--- config.mk ---
export PLATFORM = sky130hd
export DESIGN_NAME = bitexec_top
export DESIGN_NICKNAME = d
export VERILOG_FILES = /design/src/design/bitexec_pkg.sv /design/src/design/mult_issue_if.sv /design/src/design/bit_mult_unit.sv /design/src/design/branch_fill_seq.sv /design/src/design/bitexec_top.sv
export SDC_FILE = /design/constraint.sdc
export NUM_CORES = 1
export LEC_CHECK = 0
export ABC_AREA = 1
export BUFFER_PORTS_ARGS = -buffer_cell sky130_fd_sc_hd__buf_2
export CAP_MARGIN = 5
export CORE_MARGIN = 1.5
export CORE_UTILIZATION = 35
export CTS_BUF_LIST = sky130_fd_sc_hd__clkbuf_2
export DETAILED_ROUTE_END_ITERATION = 8
export GPL_ROUTABILITY_DRIVEN = 0
export HOLD_SLACK_MARGIN = 0.08
export PLACE_DENSITY = 0.63
export REMOVE_ABC_BUFFERS = 1
export SYNTH_ARGS = -nofsm -noshare
export SYNTH_HDL_FRONTEND = slang
export SYNTH_HIERARCHICAL = 1
export SYNTH_SLANG_ARGS = --single-unit
--- constraint.sdc ---
create_clock -name clk -period 4.05 [get_ports clk]
set_clock_uncertainty 0.1 [all_clocks]
set_input_delay 0.81 -clock clk [delete_from_list [all_inputs] [get_ports clk]]
set_output_delay 0.81 -clock clk [all_outputs]
set_load 0.02 [all_outputs]
--- src/design/bitexec_pkg.sv ---
// package of constants and types for the packed bit and branch execution block
package bitexec_pkg;
	localparam int unsigned data_width       = 32;
	localparam int unsigned byte_width       = 8;
	localparam int unsigned reg_index_width  = 5;
	localparam int unsigned disp_width       = 12;
	localparam int unsigned disp_shift       = 2;
	localparam int unsigned fill_count_width = 3;
	localparam int unsigned cond_index_width = 3;
	localparam int unsigned branch_delay_slots = 5;

	localparam logic [2:0] max_fill_when_taken = 3'h5;
	localparam logic [2:0] fill_count_reset    = 3'h0;
	localparam logic [31:0] pc_reset           = 32'h0000_0000;

	// multiply-unit operation select
	typedef enum logic [1:0] {
		mop_none     = 2'h0,
		mop_popcount = 2'h1,
		mop_reverse  = 2'h2
	} mult_op_type;

	// branch sequencer states
	typedef enum logic [2:0] {
		br_idle  = 3'b001,
		br_slots = 3'b010,
		br_fill  = 3'b100
	} branch_state_type;
endpackage : bitexec_pkg

--- src/design/mult_issue_if.sv ---
// interface carrying a multiply-unit issue and its result between modules
`timescale 1ns/10ps
`default_nettype none
interface mult_issue_if;
	logic                                   issue;
	bitexec_pkg::mult_op_type               op;
	logic [bitexec_pkg::data_width-1:0]     src;
	logic [bitexec_pkg::reg_index_width-1:0] dst_index;
	logic                                   result_valid;
	logic [bitexec_pkg::data_width-1:0]     result;
	logic [bitexec_pkg::reg_index_width-1:0] result_index;

	modport issuer (
		output issue,
		output op,
		output src,
		output dst_index,
		input  result_valid,
		input  result,
		input  result_index
	);
	modport unit (
		input  issue,
		input  op,
		input  src,
		input  dst_index,
		output result_valid,
		output result,
		output result_index
	);
endinterface : mult_issue_if
`default_nettype wire

--- src/design/bit_mult_unit.sv ---
// single-register-stage multiply-unit datapath for byte popcount and word bit reverse
`timescale 1ns/10ps
`default_nettype none
module bit_mult_unit (
	input  wire logic  clk,
	input  wire logic  reset,
	mult_issue_if.unit port
);
	localparam int unsigned lanes = bitexec_pkg::data_width / bitexec_pkg::byte_width;

	logic [bitexec_pkg::data_width-1:0] pop_word;
	logic [bitexec_pkg::data_width-1:0] rev_word;
	logic [bitexec_pkg::data_width-1:0] next_result;
	logic [bitexec_pkg::data_width-1:0] stage_word;
	logic [bitexec_pkg::reg_index_width-1:0] stage_index;
	logic stage_valid;

	// per-byte population count into the same lane
	genvar g;
	generate
		for (g = 0; g < lanes; g++) begin : lane
			logic [bitexec_pkg::byte_width-1:0] bits;
			assign bits = port.src[g*bitexec_pkg::byte_width +: bitexec_pkg::byte_width];
			assign pop_word[g*bitexec_pkg::byte_width +: bitexec_pkg::byte_width] =
				8'(bits[0]) + 8'(bits[1]) + 8'(bits[2]) + 8'(bits[3]) +
				8'(bits[4]) + 8'(bits[5]) + 8'(bits[6]) + 8'(bits[7]);
		end
		// source bit i lands at bit 31-i
		for (g = 0; g < bitexec_pkg::data_width; g++) begin : rev
			assign rev_word[bitexec_pkg::data_width-1-g] = port.src[g];
		end
	endgenerate

	assign next_result = (port.op == bitexec_pkg::mop_popcount) ? pop_word : rev_word;

	// one register stage samples the computed result and presents it
	always_ff @(posedge clk) begin
		if (reset) begin
			stage_valid <= 1'b0;
			stage_word  <= '0;
			stage_index <= '0;
		end else begin
			stage_valid <= port.issue && (port.op != bitexec_pkg::mop_none);
			stage_word  <= next_result;
			stage_index <= port.dst_index;
		end
	end

	assign port.result_valid = stage_valid;
	assign port.result       = stage_word;
	assign port.result_index = stage_index;
endmodule : bit_mult_unit
`default_nettype wire

--- src/design/branch_fill_seq.sv ---
// counter that holds the pipeline idle for delay fill cycles after a branch
`timescale 1ns/10ps
`default_nettype none
module branch_fill_seq (
	input  wire logic       clk,
	input  wire logic       reset,
	input  wire logic       start,
	input  wire logic       taken,
	input  wire logic [3:0] count,
	output logic            busy
);
	logic [3:0] remaining;
	logic [3:0] next_remaining;

	// taken branches stop the fill at the delay slot limit
	assign next_remaining = (taken && count > 4'(bitexec_pkg::max_fill_when_taken))
		? 4'(bitexec_pkg::max_fill_when_taken) : count;

	always_ff @(posedge clk) begin
		if (reset) begin
			remaining <= '0;
		end else if (start) begin
			remaining <= next_remaining;
		end else if (remaining != 4'h0) begin
			remaining <= remaining - 4'h1;
		end
	end

	// busy tells whether the cycle after this edge is a fill cycle, so a zero count stalls nothing
	assign busy = start ? (next_remaining != 4'h0) : (remaining > 4'h1);
endmodule : branch_fill_seq
`default_nettype wire

--- src/design/bitexec_top.sv ---
// execution block for byte popcount, bit reverse and delay-filling branch
`timescale 1ns/10ps
`default_nettype none
// Summary of operation
// - per-byte set-bit count into same lane
// - source bit i goes to bit 31-i
// - target is base plus displacement shifted two
// - fill count gives nop cycles after branch
// - nops inserted regardless of predicate
// - false predicate idles count plus one
// - taken branch caps fill at five
// - one branch per cycle only
// - register form only on b-side shift unit
// - target executes after five delay slots
module bitexec_top (
	input  wire logic        clk,
	input  wire logic        reset,
	input  wire logic        mult_issue,
	input  wire logic [1:0]  mult_op,
	input  wire logic [31:0] mult_src,
	input  wire logic [4:0]  mult_dst_index,
	input  wire logic        branch_issue,
	input  wire logic        branch_register_form,
	input  wire logic        branch_on_b_side,
	input  wire logic [11:0] signed_displacement,
	input  wire logic [2:0]  delay_fill_count,
	input  wire logic [31:0] fetch_packet_base_address,
	input  wire logic [31:0] branch_src,
	input  wire logic [31:0] cond_value,
	input  wire logic        cond_zero_test,
	input  wire logic        cond_unconditional,
	output logic             write_enable,
	output logic [4:0]       write_index,
	output logic [31:0]      write_data,
	output logic             pc_load,
	output logic [31:0]      program_fetch_counter,
	output logic             nop_stall,
	output logic             branch_rejected
);
	mult_issue_if mult_link ();

	logic        predicate_true;
	logic        form_allowed;
	logic        branch_accept;
	logic        branch_go;
	logic [31:0] disp_ext;
	logic [31:0] target;
	logic [3:0]  fill_total;
	logic        fill_busy;
	logic [2:0]  slot_count;
	logic [31:0] pending_target;
	logic        pending_taken;
	bitexec_pkg::branch_state_type state;
	bitexec_pkg::branch_state_type next_state;

	//////////////////////////////////////////////////////////////////////
	// multiply unit issue
	assign mult_link.issue     = mult_issue && predicate_true;
	assign mult_link.op        = bitexec_pkg::mult_op_type'(mult_op);
	assign mult_link.src       = mult_src;
	assign mult_link.dst_index = mult_dst_index;

	bit_mult_unit mult_unit (
		.clk   (clk),
		.reset (reset),
		.port  (mult_link.unit)
	);

	// register the unit result onto the write port
	always_ff @(posedge clk) begin
		if (reset) begin
			write_enable <= 1'b0;
			write_index  <= '0;
			write_data   <= '0;
		end else begin
			write_enable <= mult_link.result_valid;
			write_index  <= mult_link.result_index;
			write_data   <= mult_link.result;
		end
	end

	//////////////////////////////////////////////////////////////////////
	// predicate and branch decode
	assign predicate_true = cond_unconditional ||
		(cond_zero_test ? (cond_value == 32'h0000_0000) : (cond_value != 32'h0000_0000));
	assign form_allowed  = !branch_register_form || branch_on_b_side;
	// a new branch is only accepted while no earlier one is in flight
	assign branch_accept = branch_issue && form_allowed && (state == bitexec_pkg::br_idle);
	assign branch_go     = branch_accept && predicate_true;
	assign disp_ext      = {{(32-bitexec_pkg::disp_width){signed_displacement[11]}}, signed_displacement};
	assign target        = branch_register_form ? branch_src
		: fetch_packet_base_address + (disp_ext << bitexec_pkg::disp_shift);
	// untaken branches idle one cycle more than the fill count
	assign fill_total    = branch_go ? {1'b0, delay_fill_count}
		: 4'({1'b0, delay_fill_count}) + 4'h1;

	branch_fill_seq fill_seq (
		.clk   (clk),
		.reset (reset),
		.start (branch_accept),
		.taken (branch_go),
		.count (fill_total),
		.busy  (fill_busy)
	);

	//////////////////////////////////////////////////////////////////////
	// delay slot sequencer
	always_comb begin
		next_state = state;
		unique case (state)
			bitexec_pkg::br_idle: begin
				if (branch_go) begin
					next_state = bitexec_pkg::br_slots;
				end else if (branch_accept) begin
					next_state = bitexec_pkg::br_fill;
				end
			end
			bitexec_pkg::br_slots: begin
				if (slot_count == 3'(bitexec_pkg::branch_delay_slots - 1)) begin
					next_state = bitexec_pkg::br_fill;
				end
			end
			bitexec_pkg::br_fill: begin
				if (!fill_busy) begin
					next_state = bitexec_pkg::br_idle;
				end
			end
			default: next_state = bitexec_pkg::br_idle;
		endcase
	end

	// state, slot counter and captured target
	always_ff @(posedge clk) begin
		if (reset) begin
			state          <= bitexec_pkg::br_idle;
			slot_count     <= '0;
			pending_target <= bitexec_pkg::pc_reset;
			pending_taken  <= 1'b0;
		end else begin
			state <= next_state;
			slot_count <= (state == bitexec_pkg::br_slots) ? slot_count + 3'h1 : 3'h0;
			if (branch_accept) begin
				pending_target <= target;
				pending_taken  <= branch_go;
			end
		end
	end

	// counter takes the target on accept; pc_load pulses after the five delay slots, so the target starts in step
	always_ff @(posedge clk) begin
		if (reset) begin
			pc_load               <= 1'b0;
			program_fetch_counter <= bitexec_pkg::pc_reset;
			nop_stall             <= 1'b0;
			branch_rejected       <= 1'b0;
		end else begin
			pc_load <= (state == bitexec_pkg::br_slots) &&
				(slot_count == 3'(bitexec_pkg::branch_delay_slots - 1)) && pending_taken;
			if (branch_accept) begin
				program_fetch_counter <= target;
			end
			nop_stall       <= fill_busy;
			branch_rejected <= branch_issue && !form_allowed;
		end
	end
endmodule : bitexec_top
`default_nettype wire

Word level (Yosys, flattened, before mapping)
Index checks and enable logic that the tools add are counted.
{ "word_totals": {"mem_count": 0, "elab_cells": 91, "romBits": 0, "out_inout_bits": 73, "latch_bits": 0, "input_bits": 158, "ram_bits": 0, "ff_bits": 122} }
{ "op_classes": {"addsub": 32, "n_eq_ne": 8, "reduce_logical": 21, "bitwise_logic": 1, "magnitude_cmp": 2, "n_mul": 0, "n_mux": 13, "n_div": 0, "n_shift": 0} }
{ "op_table": {"columns": ["op", "count"], "rows": [
  ["$add A8 B1 Y8", 24],
  ["$mux W32", 2],
  ["$add A32 B32 Y32", 1],
  ["$logic_not A32 Y1", 1],
  ["$reduce_bool A32 Y1", 1],
  ["$mux W4", 4],
  ["$mux W3", 4],
  ["$logic_and A1 B1 Y1", 9],
  ["$pmux W3 S3", 1],
  ["$add A1 B1 Y2", 4],
  ["$reduce_bool A4 Y1", 2],
  ["$eq A3 B3 Y1 const B", 2],
  ["$add A3 B1 Y4 const B", 1],
  ["$gt A4 B1 Y1 const B", 1],
  ["$gt A4 B3 Y1 const B", 1],
  ["$ne A2 B2 Y1 const B", 2],
  ["$reduce_bool A2 Y1", 2],
  ["$sub A4 B1 Y4 const B", 1],
  ["$add A3 B1 Y3 const B", 1],
  ["$eq A3 B1 Y1 const B", 1],
  ["$eq A3 B2 Y1 const B", 1],
  ["$ne A3 B3 Y1 const B", 1],
  ["$reduce_and A3 Y1", 1],
  ["$eq A2 B1 Y1 const B", 1],
  ["other kinds (5)", 8]
]} }

Depth between registers and ports, before layout
Gate-level depths: netlist (run 1).
{ "depth": {"ltp_word": 13, "depth_mapped": 19, "mapped_depth_nobuf": 19} }

By module
The synthesis (run 1) kept the hierarchy.
{ "modules_own_cells": {"columns": ["mod", "seq_area_each_um2", "cells_per_inst", "area_each_um2", "n_inst"], "rows": [
  ["bitexec_top", 1601.5, 842, 5149.9, 1],
  ["bit_mult_unit", 760.7, 235, 1926.8, 1],
  ["branch_fill_seq", 80.1, 46, 305.3, 1]
]} }

Worst setup path before layout (run 1)
No wires, ideal clock.
{ "synth_timing": {"kind": "input to register", "start": "input port mult_src[8]", "end": "register mult_unit.stage_word (netlist bit mult_unit/port.result[9])", "t_required_ps": 3837, "arrival_ps": 3096, "slack_ps": 741, "setup_time_ps": 113, "path_buffers": 0, "path_stages": 11, "cell_sequence": "fa_1 -> inv_1 -> fa_1 -> fa_1 -> inv_1 -> ha_1 -> inv_1 -> fa_1 -> nand2_1 -> nand2_1 -> nor2_1"} }
{ "synth_between": {"elab_chain_cells": 8} }
{ "synth_rtl": {"columns": ["element", "line", "rtl"], "rows": [
  ["from (decl)", "bitexec_top.sv:20", "input wire logic [31:0] mult_src,"],
  ["$add A1 B1 Y2", "bit_mult_unit.sv:25", "8'(bits[0]) + 8'(bits[1]) + 8'(bits[2]) + 8'(bits[3]) +"],
  ["$add A8 B1 Y8 (3 in series)", "bit_mult_unit.sv:25", null],
  ["$add A8 B1 Y8 (3 in series)", "bit_mult_unit.sv:26", "8'(bits[4]) + 8'(bits[5]) + 8'(bits[6]) + 8'(bits[7]);"],
  ["$mux W32", "bit_mult_unit.sv:34", "assign next_result = (port.op == bitexec_pkg::mop_popcount) ? pop_word : rev_word;"],
  ["to (signal assigned)", "bit_mult_unit.sv:44", "stage_word <= next_result;"],
  ["to (decl)", "bit_mult_unit.sv:14", "logic [bitexec_pkg::data_width-1:0] stage_word;"]
]} }
Every way passes these cells.
A chain may end at the register's enable or synchronous reset.

Worst setup path after layout (run 1)
Ends and elaborated chain as after synthesis.

==> results.txt, run 1 <==
Status = complete, no violations
Via count = 7335
Reg clk slew, reported paths = 250 ps
Crit path required time = 4580 ps
PwrDens = 383.5 nW/um^2
Routed vias/inst = 4.478
Pleak = 5.107 nW
Die H = 148.2 microns
Initial core utilization = 36.13%
CP endpoint kind = register
Tot GR Track Use = 18.97%
Starting DRC count in detailed routing = 347
Hold-fix buffer count after cts = 1
Critical Setup Path Class = input pin to register
Worst slack, placed = 508.9 ps
Final hold vios = 0
DP HPWL = 15960 microns
Seq/Total Area, Yosys = 33.08%
Post-Syn Area per Cell = 6.574 sq um
Ports = 231
Highest clock rate = 358.3 MHz
Final setup fails = 0
Final Critical Period = 2791 ps
Row count = 52
PortBufs = 230
CTS H-tree lvls = 4
Distinct cells, synth = 35
Worst EP arrival = 3320 ps
Maxcap violations = 0
Share of cells above drive strength 1 = 21.51%
Global route total overflow = 0
RSZ-0062 raised after global routing = false
Mapped cell area = 7382 sq um
Longest Clk Path Bufs = 2
Commonest non-fill, non-tap cell in the layout = nand2_1
Layout Utilization = 44.18%
Final WL = 20580 microns
CP startpoint kind = input pin
Pin count of the biggest net entering global routing = 46
Area grow syn2layout = 22.27%
Pre-antenna DRT Iters = 5
Root Driver = clkbuf_2
Hold Slack = 176.1 ps
PnR worst setup slack = 1259 ps
# DRC = 0
Number of global-route vias before repair = 6848
Area after DPL = 8796 sq um
Yosys warns = 6
Max IR drop VDD = 0.0001552 V
Postcts setup bufs = 0
FF+latch count, synth = 122
Setup TNS = 0 ps
Sink Count = 122
Initial antenna violation count = 1
Post-route ant nets = 0
Design Area, Final = 9026 sq um
Commonest cells after routing, fill and taps aside = nand2_1, buf_2, inv_1
Final worst-path cycle share = 68.91%
Post-CTS Resized = 0
Core area = 20430 sq um
Wire per inst = 12.57 microns
Slew margin rel. = 46.22%
Mapped Cells = 1123
TritonCTS buffer count = 17
Fin. max-slew vios = 0
Later-pin clock latency in the skew report = 700 ps
First-pass GRT wire length = 33030 microns
Die width = 148.2 microns
Nets = 1574
Die area = 21970 sq um
Worst Hold Class = input pin to register
Worst-Margin Slew = 805.6 ps
CTS tree = built
Crit-path max FO = 2
## layout make-up
cell class	instances	area, sq um
Clock inverter	15	132.6
Fill cell	2209	11400
Sequential cell	122	2442
Multi-Input combinational cell	758	4001
Clock buffer	17	85.08
Inverter	218	818.3
Timing Repair Buffer	237	1206
Antenna cell	1	2.502
Tap cell	270	337.8
## flip-flops by register name, summed over array words and instances, names as in the netlist
register                     flops
mult_unit/port.result           32
program_fetch_counter           32
write_data                      32
mult_unit/port.result_index      5
write_index                      5
fill_seq/remaining               4
slot_count                       3
state                            3
branch_rejected                  1
mult_unit/port.result_valid      1
nop_stall                        1
pc_load                          1
pending_taken                    1
write_enable                     1
## logic make-up after synthesis
group | after synthesis | share of synthesized area [%]
AOI/OAI and AO/OA | 125 | 9.187
DFF | 122 | 33.08
buffers and inverters | 243 | 12.71
and+or+nand+nor | 552 | 30.53
adders and majority gates | 62 | 12.24
xor gates and xnor gates | 19 | 2.254
## path summary, 6_finish.rpt
path                             startpoint                              to  slack, ps  cells after the start
max                             mult_src[8]        mult_unit/port.result[9]       1260                     12
min                       mult_dst_index[0]  mult_unit/port.result_index[0]        180                      3
min reg2reg  mult_unit/port.result_index[3]                  write_index[3]        280                      2
max reg2reg                        state[2]                        state[2]       1730                     14
## worst max-delay path, stage by stage
cell and delay [ps]:
buf_2 120, fa_1 530, inv_1 50, fa_1 490, fa_1 400, inv_1 60
ha_1 160, inv_1 60, fa_1 470, nand2_1 50, nand2_1 70, nor2_1 30
## through the flow
step / total power [mW] / cells
3_5_place_dp: 2.723 / 1604
4_1_cts: 3.515 / 1637
5_1_grt: 3.752 / 1638
6_report: 3.462 / 1638
2_1_floorplan: 2.301 / 1098
3_3_place_gp: 2.701 / 1604
## layer usage
layer | global-route usage (%) | vias up | wire length [microns]
met2 | 31.24 | 209 | 9280
met3 | 4.233 | 22 | 1309
li1 | - | 3889 | -
met1 | 24.86 | 3215 | 9650
met4 | 5.594 | 0 | 342
met5 | 0 | - | 0
## synth_stat cells, drive strengths merged
master  count  area, sq um
a21o        1        7.510
a31oi       5        31.28
nand2     300         1141
o21ai      30        150.1
nand4       6        37.54
xnor2       6        52.55
clkbuf      8        30.03
o21bai     11        82.58
buf        17        90.08
ha         45        563.0
nor3b       1        7.510
nor2      178        695.7
and3        1        6.260
inv       218        818.3
o31ai       1        7.510
fa         17        340.3
nand3b      1        7.510
dfxtp     122         2442
o211ai      1        7.510
a21oi      76        391.6
nand3      57        310.3
and2        2        12.51
xor2       13        113.9
nor3        6        35.03
## power breakdown
| group | internal, mW | leakage, nW | switching, mW | total (mW) |
|---|---|---|---|---|
| logic | 0.467 | 3.98 | 0.816 | 1.28 |
| registers | 1.35 | 1.01 | 0.0693 | 1.42 |
| clock network | 0.183 | 0.120 | 0.576 | 0.760 |
Power figures use the tool's default switching activity.
==> run 2, diff against run 1 <==
Clock period 4.05 ns to 2.6 ns, I/O delays scaled along.
==> run 2 against run 1 <==
The run now ends with negative setup slack left. Clock-buffer cell count stayed put. Highest routed layer unchanged. Combinational power is 72% higher. Critical path depth is 2 lower. Final area is 12% higher. Total power is 64% higher. Sequential share of layout area is 2.9 points lower. Wire length is 4.5% higher. Die area stayed put. First-iteration DRC count is 6.3% higher. Clock power is 68% higher.
==> results.txt, run 2 (synthesis gave the netlist of run 1 again) <==
Starting DRC count in detailed routing = 369 (was 347)
Die area = 21970 sq um (unchanged)
PortBufs = 230 (unchanged)
Share of cells above drive strength 1 = 21.60% (was 21.51%)
WL met1 = 9820 microns (was 9650 microns)
Via count = 7799 (was 7335)
DP HPWL = 16150 microns (was 15960 microns)
Die width = 148.2 microns (unchanged)
Fin. max-slew vios = 0 (unchanged)
Worst-Margin Slew = 524.1 ps (was 805.6 ps)
Initial antenna violation count = 1 (unchanged)
First-pass GRT wire length = 34730 microns (was 33030 microns)
Commonest cells after routing, fill and taps aside = nand2_1, buf_2, inv_1 (unchanged)
Pleak = 5.604 nW (was 5.107 nW)
Core area = 20430 sq um (unchanged)
Highest clock rate = 379.3 MHz
Number of global-route vias before repair = 7436 (was 6848)
# DRC = 0 (unchanged)
Die H = 148.2 microns (unchanged)
Row count = 52 (unchanged)
Final Critical Period = 2636 ps
Postcts setup bufs = 0 (unchanged)
Worst Hold Class = input pin to register (unchanged)
DR top layer = met4 (unchanged)
Commonest non-fill, non-tap cell in the layout = nand2_1 (unchanged)
Layout Utilization = 49.42% (was 44.18%)
CP endpoint kind = register (unchanged)
Root Driver = clkbuf_2 (unchanged)
Global route total overflow = 0 (unchanged)
Longest Clk Path Bufs = 2 (unchanged)
Worst EP arrival = 3130 ps (was 3320 ps)
Wire per inst = 12.34 microns (was 12.57 microns)
Maxcap violations = 0 (unchanged)
Reg clk slew, reported paths = 200 ps (was 250 ps)
Max IR drop VDD = 0.0002459 V (was 0.0001552 V)
Nets = 1679 (was 1574)
Initial core utilization = 36.13% (unchanged)
Pin count of the biggest net entering global routing = 46 (unchanged)
Area grow syn2layout = 36.78% (was 22.27%)
Crit-path max FO = 2 (unchanged)
Met2 routed wirelength = 10100 microns (was 9280 microns)
Worst slack, placed = -689.0 ps (was 508.9 ps)
Failing checks = negative setup slack
Pre-antenna DRT Iters = 5 (unchanged)
PnR worst setup slack = -36.30 ps (was 1259 ps)
Status = finished with violations (was complete, no violations)
Post-route ant nets = 0 (unchanged)
RSZ-0062 raised after global routing = false (unchanged)
TritonCTS buffer count = 17 (unchanged)
Routed vias/inst = 4.474 (was 4.478)
Final WL = 21510 microns (was 20580 microns)
CTS H-tree lvls = 4 (unchanged)
CP startpoint kind = input pin (unchanged)
CTS tree = built (unchanged)
Final hold vios = 0 (unchanged)
Sink Count = 122 (unchanged)
Slew margin rel. = 65.06% (was 46.22%)
Crit path required time = 3090 ps (was 4580 ps)
Tot GR Track Use = 19.72% (was 18.97%)
PnR Total Power = 5.676 mW (was 3.462 mW)
Critical Setup Path Class = input pin to register (unchanged)
Routed wl met3 = 1311 microns (was 1309 microns)
PwrDens = 562.2 nW/um^2 (was 383.5 nW/um^2)
Final worst-path cycle share = 101.4%
Final setup fails = 3 (was 0)
Ports = 231 (unchanged)
Later-pin clock latency in the skew report = 680 ps (was 700 ps)
[run 2: changes by cell type in the layout (fill, tap and decap cells not counted), moves of 2 or more]
cell,previous run,this run
buf_12,0,2
buf_2,230,225
buf_4,6,29
clkinvlp_4,5,2
dlygate4sd3_1,1,85
ha_1,45,43
ha_2,0,2
[run 2: worst paths after layout]
path | to | slack (ps) | startpoint | cells after the start
max | mult_unit/port.result[25] | -40 | mult_src[25] | 10
min | program_fetch_counter[2] | 170 | fetch_packet_base_address[2] | 4
max reg2reg | program_fetch_counter[31] | 170 | state[2] | 10
min reg2reg | write_index[1] | 290 | mult_unit/port.result_index[1] | 2
[run 2: power by group]
part	total [mW]	switching, mW	leakage (nW)	internal (mW)
clock	1.28	0.887	0.144	0.389
combinational	2.20	1.31	4.45	0.889
sequential	2.20	0.101	1.01	2.10
total	5.68	2.30	5.60	3.38
[run 2: what timing repair did]
action                                  4_1_cts  5_1_grt
endpoints found under the setup margin        0        5
hold endpoints to repair                     76        0
gates resized for setup                       0        4
hold buffers                                 85        0
[run 2: critical path, stage by stage]
cell	delay [ps]
dlygate4sd3_1	540
buf_2	140
fa_1	500
inv_1	50
fa_1	490
inv_1	50
ha_2	180
fa_1	450
o21bai_1	160
nor2_1	60
[run 2: final cells by class]
type | instances | area (sq um)
Clock buffer | 17 | 85.08
Clock inverter | 15 | 156.4
Tap cell | 270 | 337.8
Timing Repair Buffer | 342 | 2246
Sequential cell | 122 | 2442
Inverter | 218 | 818.3
Fill cell | 2059 | 10330
Multi-Input combinational cell | 758 | 4009
Antenna cell | 1 | 2.502
[run 2: routing by layer]
metal / up-vias / track usage (%)
li1: 4098 / -
met5: - / 0
met2: 222 / 34.18
met3: 19 / 4.387
met4: 0 / 5.297
met1: 3460 / 24.64
[run 2: per-stage QoR]
step,hold slack (ps),setup TNS [ps],cells,cell area [sq um]
after floorplan,288.3,-1911,1098,7262
after global placement,289.0,-3997,1630,9016
after global routing,108.9,0,1743,10100
after detailed placement,292.4,-4531,1630,9016
after CTS,84.17,0,1747,10110
final,174.1,-55.75,1743,10100
==> run 3, diff against run 2 <==
Settings changed: CORE_MARGIN 1.5 to not set.
==> run 3 against run 2 <==
The flow still finishes with violations (negative setup slack). Critical endpoint is now mult_unit/port.result[17]. Cell count grew 0.40%. Worst setup slack lost 16 ps. Sequential cell count is the same. Critical path type unchanged. Die area shrank 1.3%. Clock power is essentially flat. Highest routed layer unchanged. Global-route usage grew 0.36 points. Wire length shrank 0.32%. Sequential power is essentially flat. Hold slack gained 16 ps. Clock-buffer cell count is the same. Non-clock buffer count grew 7. Critical path depth is the same.
==> results.txt, run 3 (synthesis gave the netlist of run 1 again) <==
Share of cells above drive strength 1 = 22.11% (was 21.60%)
Starting DRC count in detailed routing = 328 (was 369)
WHS Endpoint = program_fetch_counter[3] (was program_fetch_counter[2])
Global route total overflow = 0 (unchanged)
Reg2Reg Setup Slack = 220 ps (was 170 ps)
CP top delay family = adder cells (unchanged)
Ports = 231 (unchanged)
Nets = 1686 (was 1679)
Final Critical Period = 2652 ps (was 2636 ps)
Core area = 20430 sq um (unchanged)
# DRC = 0 (unchanged)
Commonest non-fill, non-tap cell in the layout = nand2_1 (unchanged)
Int Power = 3.333 mW (was 3.380 mW)
CTS H-tree lvls = 4 (unchanged)
Wire per inst = 12.25 microns (was 12.34 microns)
R2R cell count = 11 (was 10)
Routed vias/inst = 4.454 (was 4.474)
Worst slack, placed = -687.8 ps (was -689.0 ps)
Slowest CP cell = dlygate4sd3_1 (unchanged)
TritonCTS buffer count = 17 (unchanged)
Longest Clk Path Bufs = 2 (unchanged)
PwrDens = 560.4 nW/um^2 (was 562.2 nW/um^2)
Via count = 7794 (was 7799)
Pre-antenna DRT Iters = 5 (unchanged)
Clock power frac = 22.4% (was 22.5%)
Tot GR Track Use = 20.08% (was 19.72%)
Root Driver = clkbuf_2 (unchanged)
Number of global-route vias before repair = 7510 (was 7436)
Final cell count without fillers = 1750 (was 1743)
Status = finished with violations (unchanged)
Initial antenna violation count = 1 (unchanged)
Final setup fails = 3 (unchanged)
Highest clock rate = 377.0 MHz (was 379.3 MHz)
Design Area, Final = 10160 sq um (was 10100 sq um)
Reg2reg end = program_fetch_counter[31] (unchanged)
RSZ-0062 raised after global routing = true (was false)
R2R Path Start = state[0] (was state[2])
Sink Count = 122 (unchanged)
Hold path startpoint = fetch_packet_base_address[3] (was fetch_packet_base_address[2])
CTS tree = built (unchanged)
Pleak = 5.633 nW (was 5.604 nW)
Setup TNS = -125.4 ps (was -55.75 ps)
Placed Cells = 1632 (was 1630)
Layout Utilization = 49.75% (was 49.42%)
Crit-path cells = dlygate4sd3_1, buf_2, fa_1, inv_1, fa_1, inv_1, ha_2, fa_2, o21bai_1, nor2_1 (was dlygate4sd3_1, buf_2, fa_1, inv_1, fa_1, inv_1, ha_2, fa_1, o21bai_1, nor2_1)
Worst Hold Class = input pin to register (unchanged)
DP HPWL = 16180 microns (was 16150 microns)
Fin. max-slew vios = 0 (unchanged)
PnR Total Power = 5.696 mW (was 5.676 mW)
Failing checks = negative setup slack (unchanged)
Area grow syn2layout = 37.68% (was 36.78%)
Net Sw Frac = 41.49% (was 40.46%)
Initial core utilization = 36.13% (unchanged)
Slew margin rel. = 63.77% (was 65.06%)
PortBufs = 230 (unchanged)
Final hold vios = 0 (unchanged)
Worst-Margin Slew = 543.4 ps (was 524.1 ps)
Maxcap violations = 0 (unchanged)
Reg clk slew, reported paths = 250 ps (was 200 ps)
Logic pwr share = 38.7% (about the same)
PnR worst setup slack = -52.42 ps (was -36.30 ps)
First-pass GRT wire length = 34980 microns (was 34730 microns)
Post-route ant nets = 0 (unchanged)
Final worst-path cycle share = 102.0% (was 101.4%)
Worst EP arrival = 3210 ps (was 3130 ps)
Commonest cells after routing, fill and taps aside = nand2_1, buf_2, inv_1 (unchanged)
Die H = 147.2 microns (was 148.2 microns)
Power share of the sequential group = 38.8% (about the same)
Area after DPL = 9019 sq um (was 9016 sq um)
Final WL = 21450 microns (was 21510 microns)
Row count = 52 (unchanged)
CP endpoint kind = register (unchanged)
Crit path buf inv count = 4 (unchanged)
Critical Setup Path Class = input pin to register (unchanged)
Die width = 147.2 microns (was 148.2 microns)
Hold Slack = 190.3 ps (was 174.1 ps)
P_sw = 2.363 mW (was 2.297 mW)
Crit-path max FO = 2 (unchanged)
Crit-path max cell delay = 570 ps (was 540 ps)
Later-pin clock latency in the skew report = 710 ps (was 680 ps)
Pin count of the biggest net entering global routing = 46 (unchanged)
Worst hold stages = 4 (unchanged)
Crit path required time = 3160 ps (was 3090 ps)
Max IR drop VDD = 0.0002672 V (was 0.0002459 V)
Die area = 21680 sq um (was 21970 sq um)
CP startpoint kind = input pin (unchanged)
## run 3: cell count changes in the layout (fill, tap and decap cells not counted), moves of 2 or more
cell,before,now
buf_4,29,32
dlygate4sd3_1,85,88
fa_2,1,4
buf_2,225,227
fa_1,16,13
clkinv_8,0,3
inv_8,4,6
## run 3: power groups by stage
stage / clock [mW] / combinational (mW) / sequential [mW]
2_1_floorplan: 0 / 1.17 / 2.41
6_report: 1.28 / 2.21 / 2.21
5_1_grt: 1.43 / 2.49 / 2.24
3_5_place_dp: 0 / 2.05 / 2.25
3_3_place_gp: 0 / 2.03 / 2.24
4_1_cts: 1.35 / 2.19 / 2.21
## run 3: repair_timing
action                                 in CTS  in global routing
buffers inserted                            0                  0
resized for setup                           0                  9
hold buffers                               89                  0
endpoints found under the hold margin      71                  0
setup endpoints to repair                   0                  6
## run 3: worst register-to-register path, cell delays in order (launching register included)
cell and delay [ps]:
dfxtp_1 400, inv_1 70, nor3_2 240, inv_2 90, nor2_4 100, buf_6 250, inv_2 80, buf_4 220
nor2_1 130, nand2_1 50, dlygate4sd3_1 560, a21oi_2 110
## run 3: per-layer routing
layer	up-vias	global-route usage, %	wire, microns
met4	0	5.979	345
met1	3430	25.22	9859
met3	27	4.006	1122
li1	4112	-	-
met5	-	0	0
met2	225	34.50	10120
## run 3: how the worst max path moves through the flow
stage	slack (ps)	endpoint	cells past startpoint	startpoint
5_1_grt	-40	mult_unit/port.result[9]	12	mult_src[11]
3_5_place_dp	-690	mult_unit/port.result[9]	12	mult_src[8]
2_1_floorplan	-430	mult_unit/port.result[9]	11	mult_src[8]
3_3_place_gp	-580	mult_unit/port.result[9]	12	mult_src[8]
6_report	-50	mult_unit/port.result[17]	10	mult_src[20]
4_1_cts	20	mult_unit/port.result[11]	12	mult_src[14]
## run 3: final cells by class
class,count,area [sq um]
clock buffer,17,85.08
antenna,1,2.502
inverter,218,818.3
clock inverter,15,167.7
sequential,122,2442
fill,2091,10270
timing repair buffer,349,2288
multi-input combinational,758,4021
tap,270,337.8
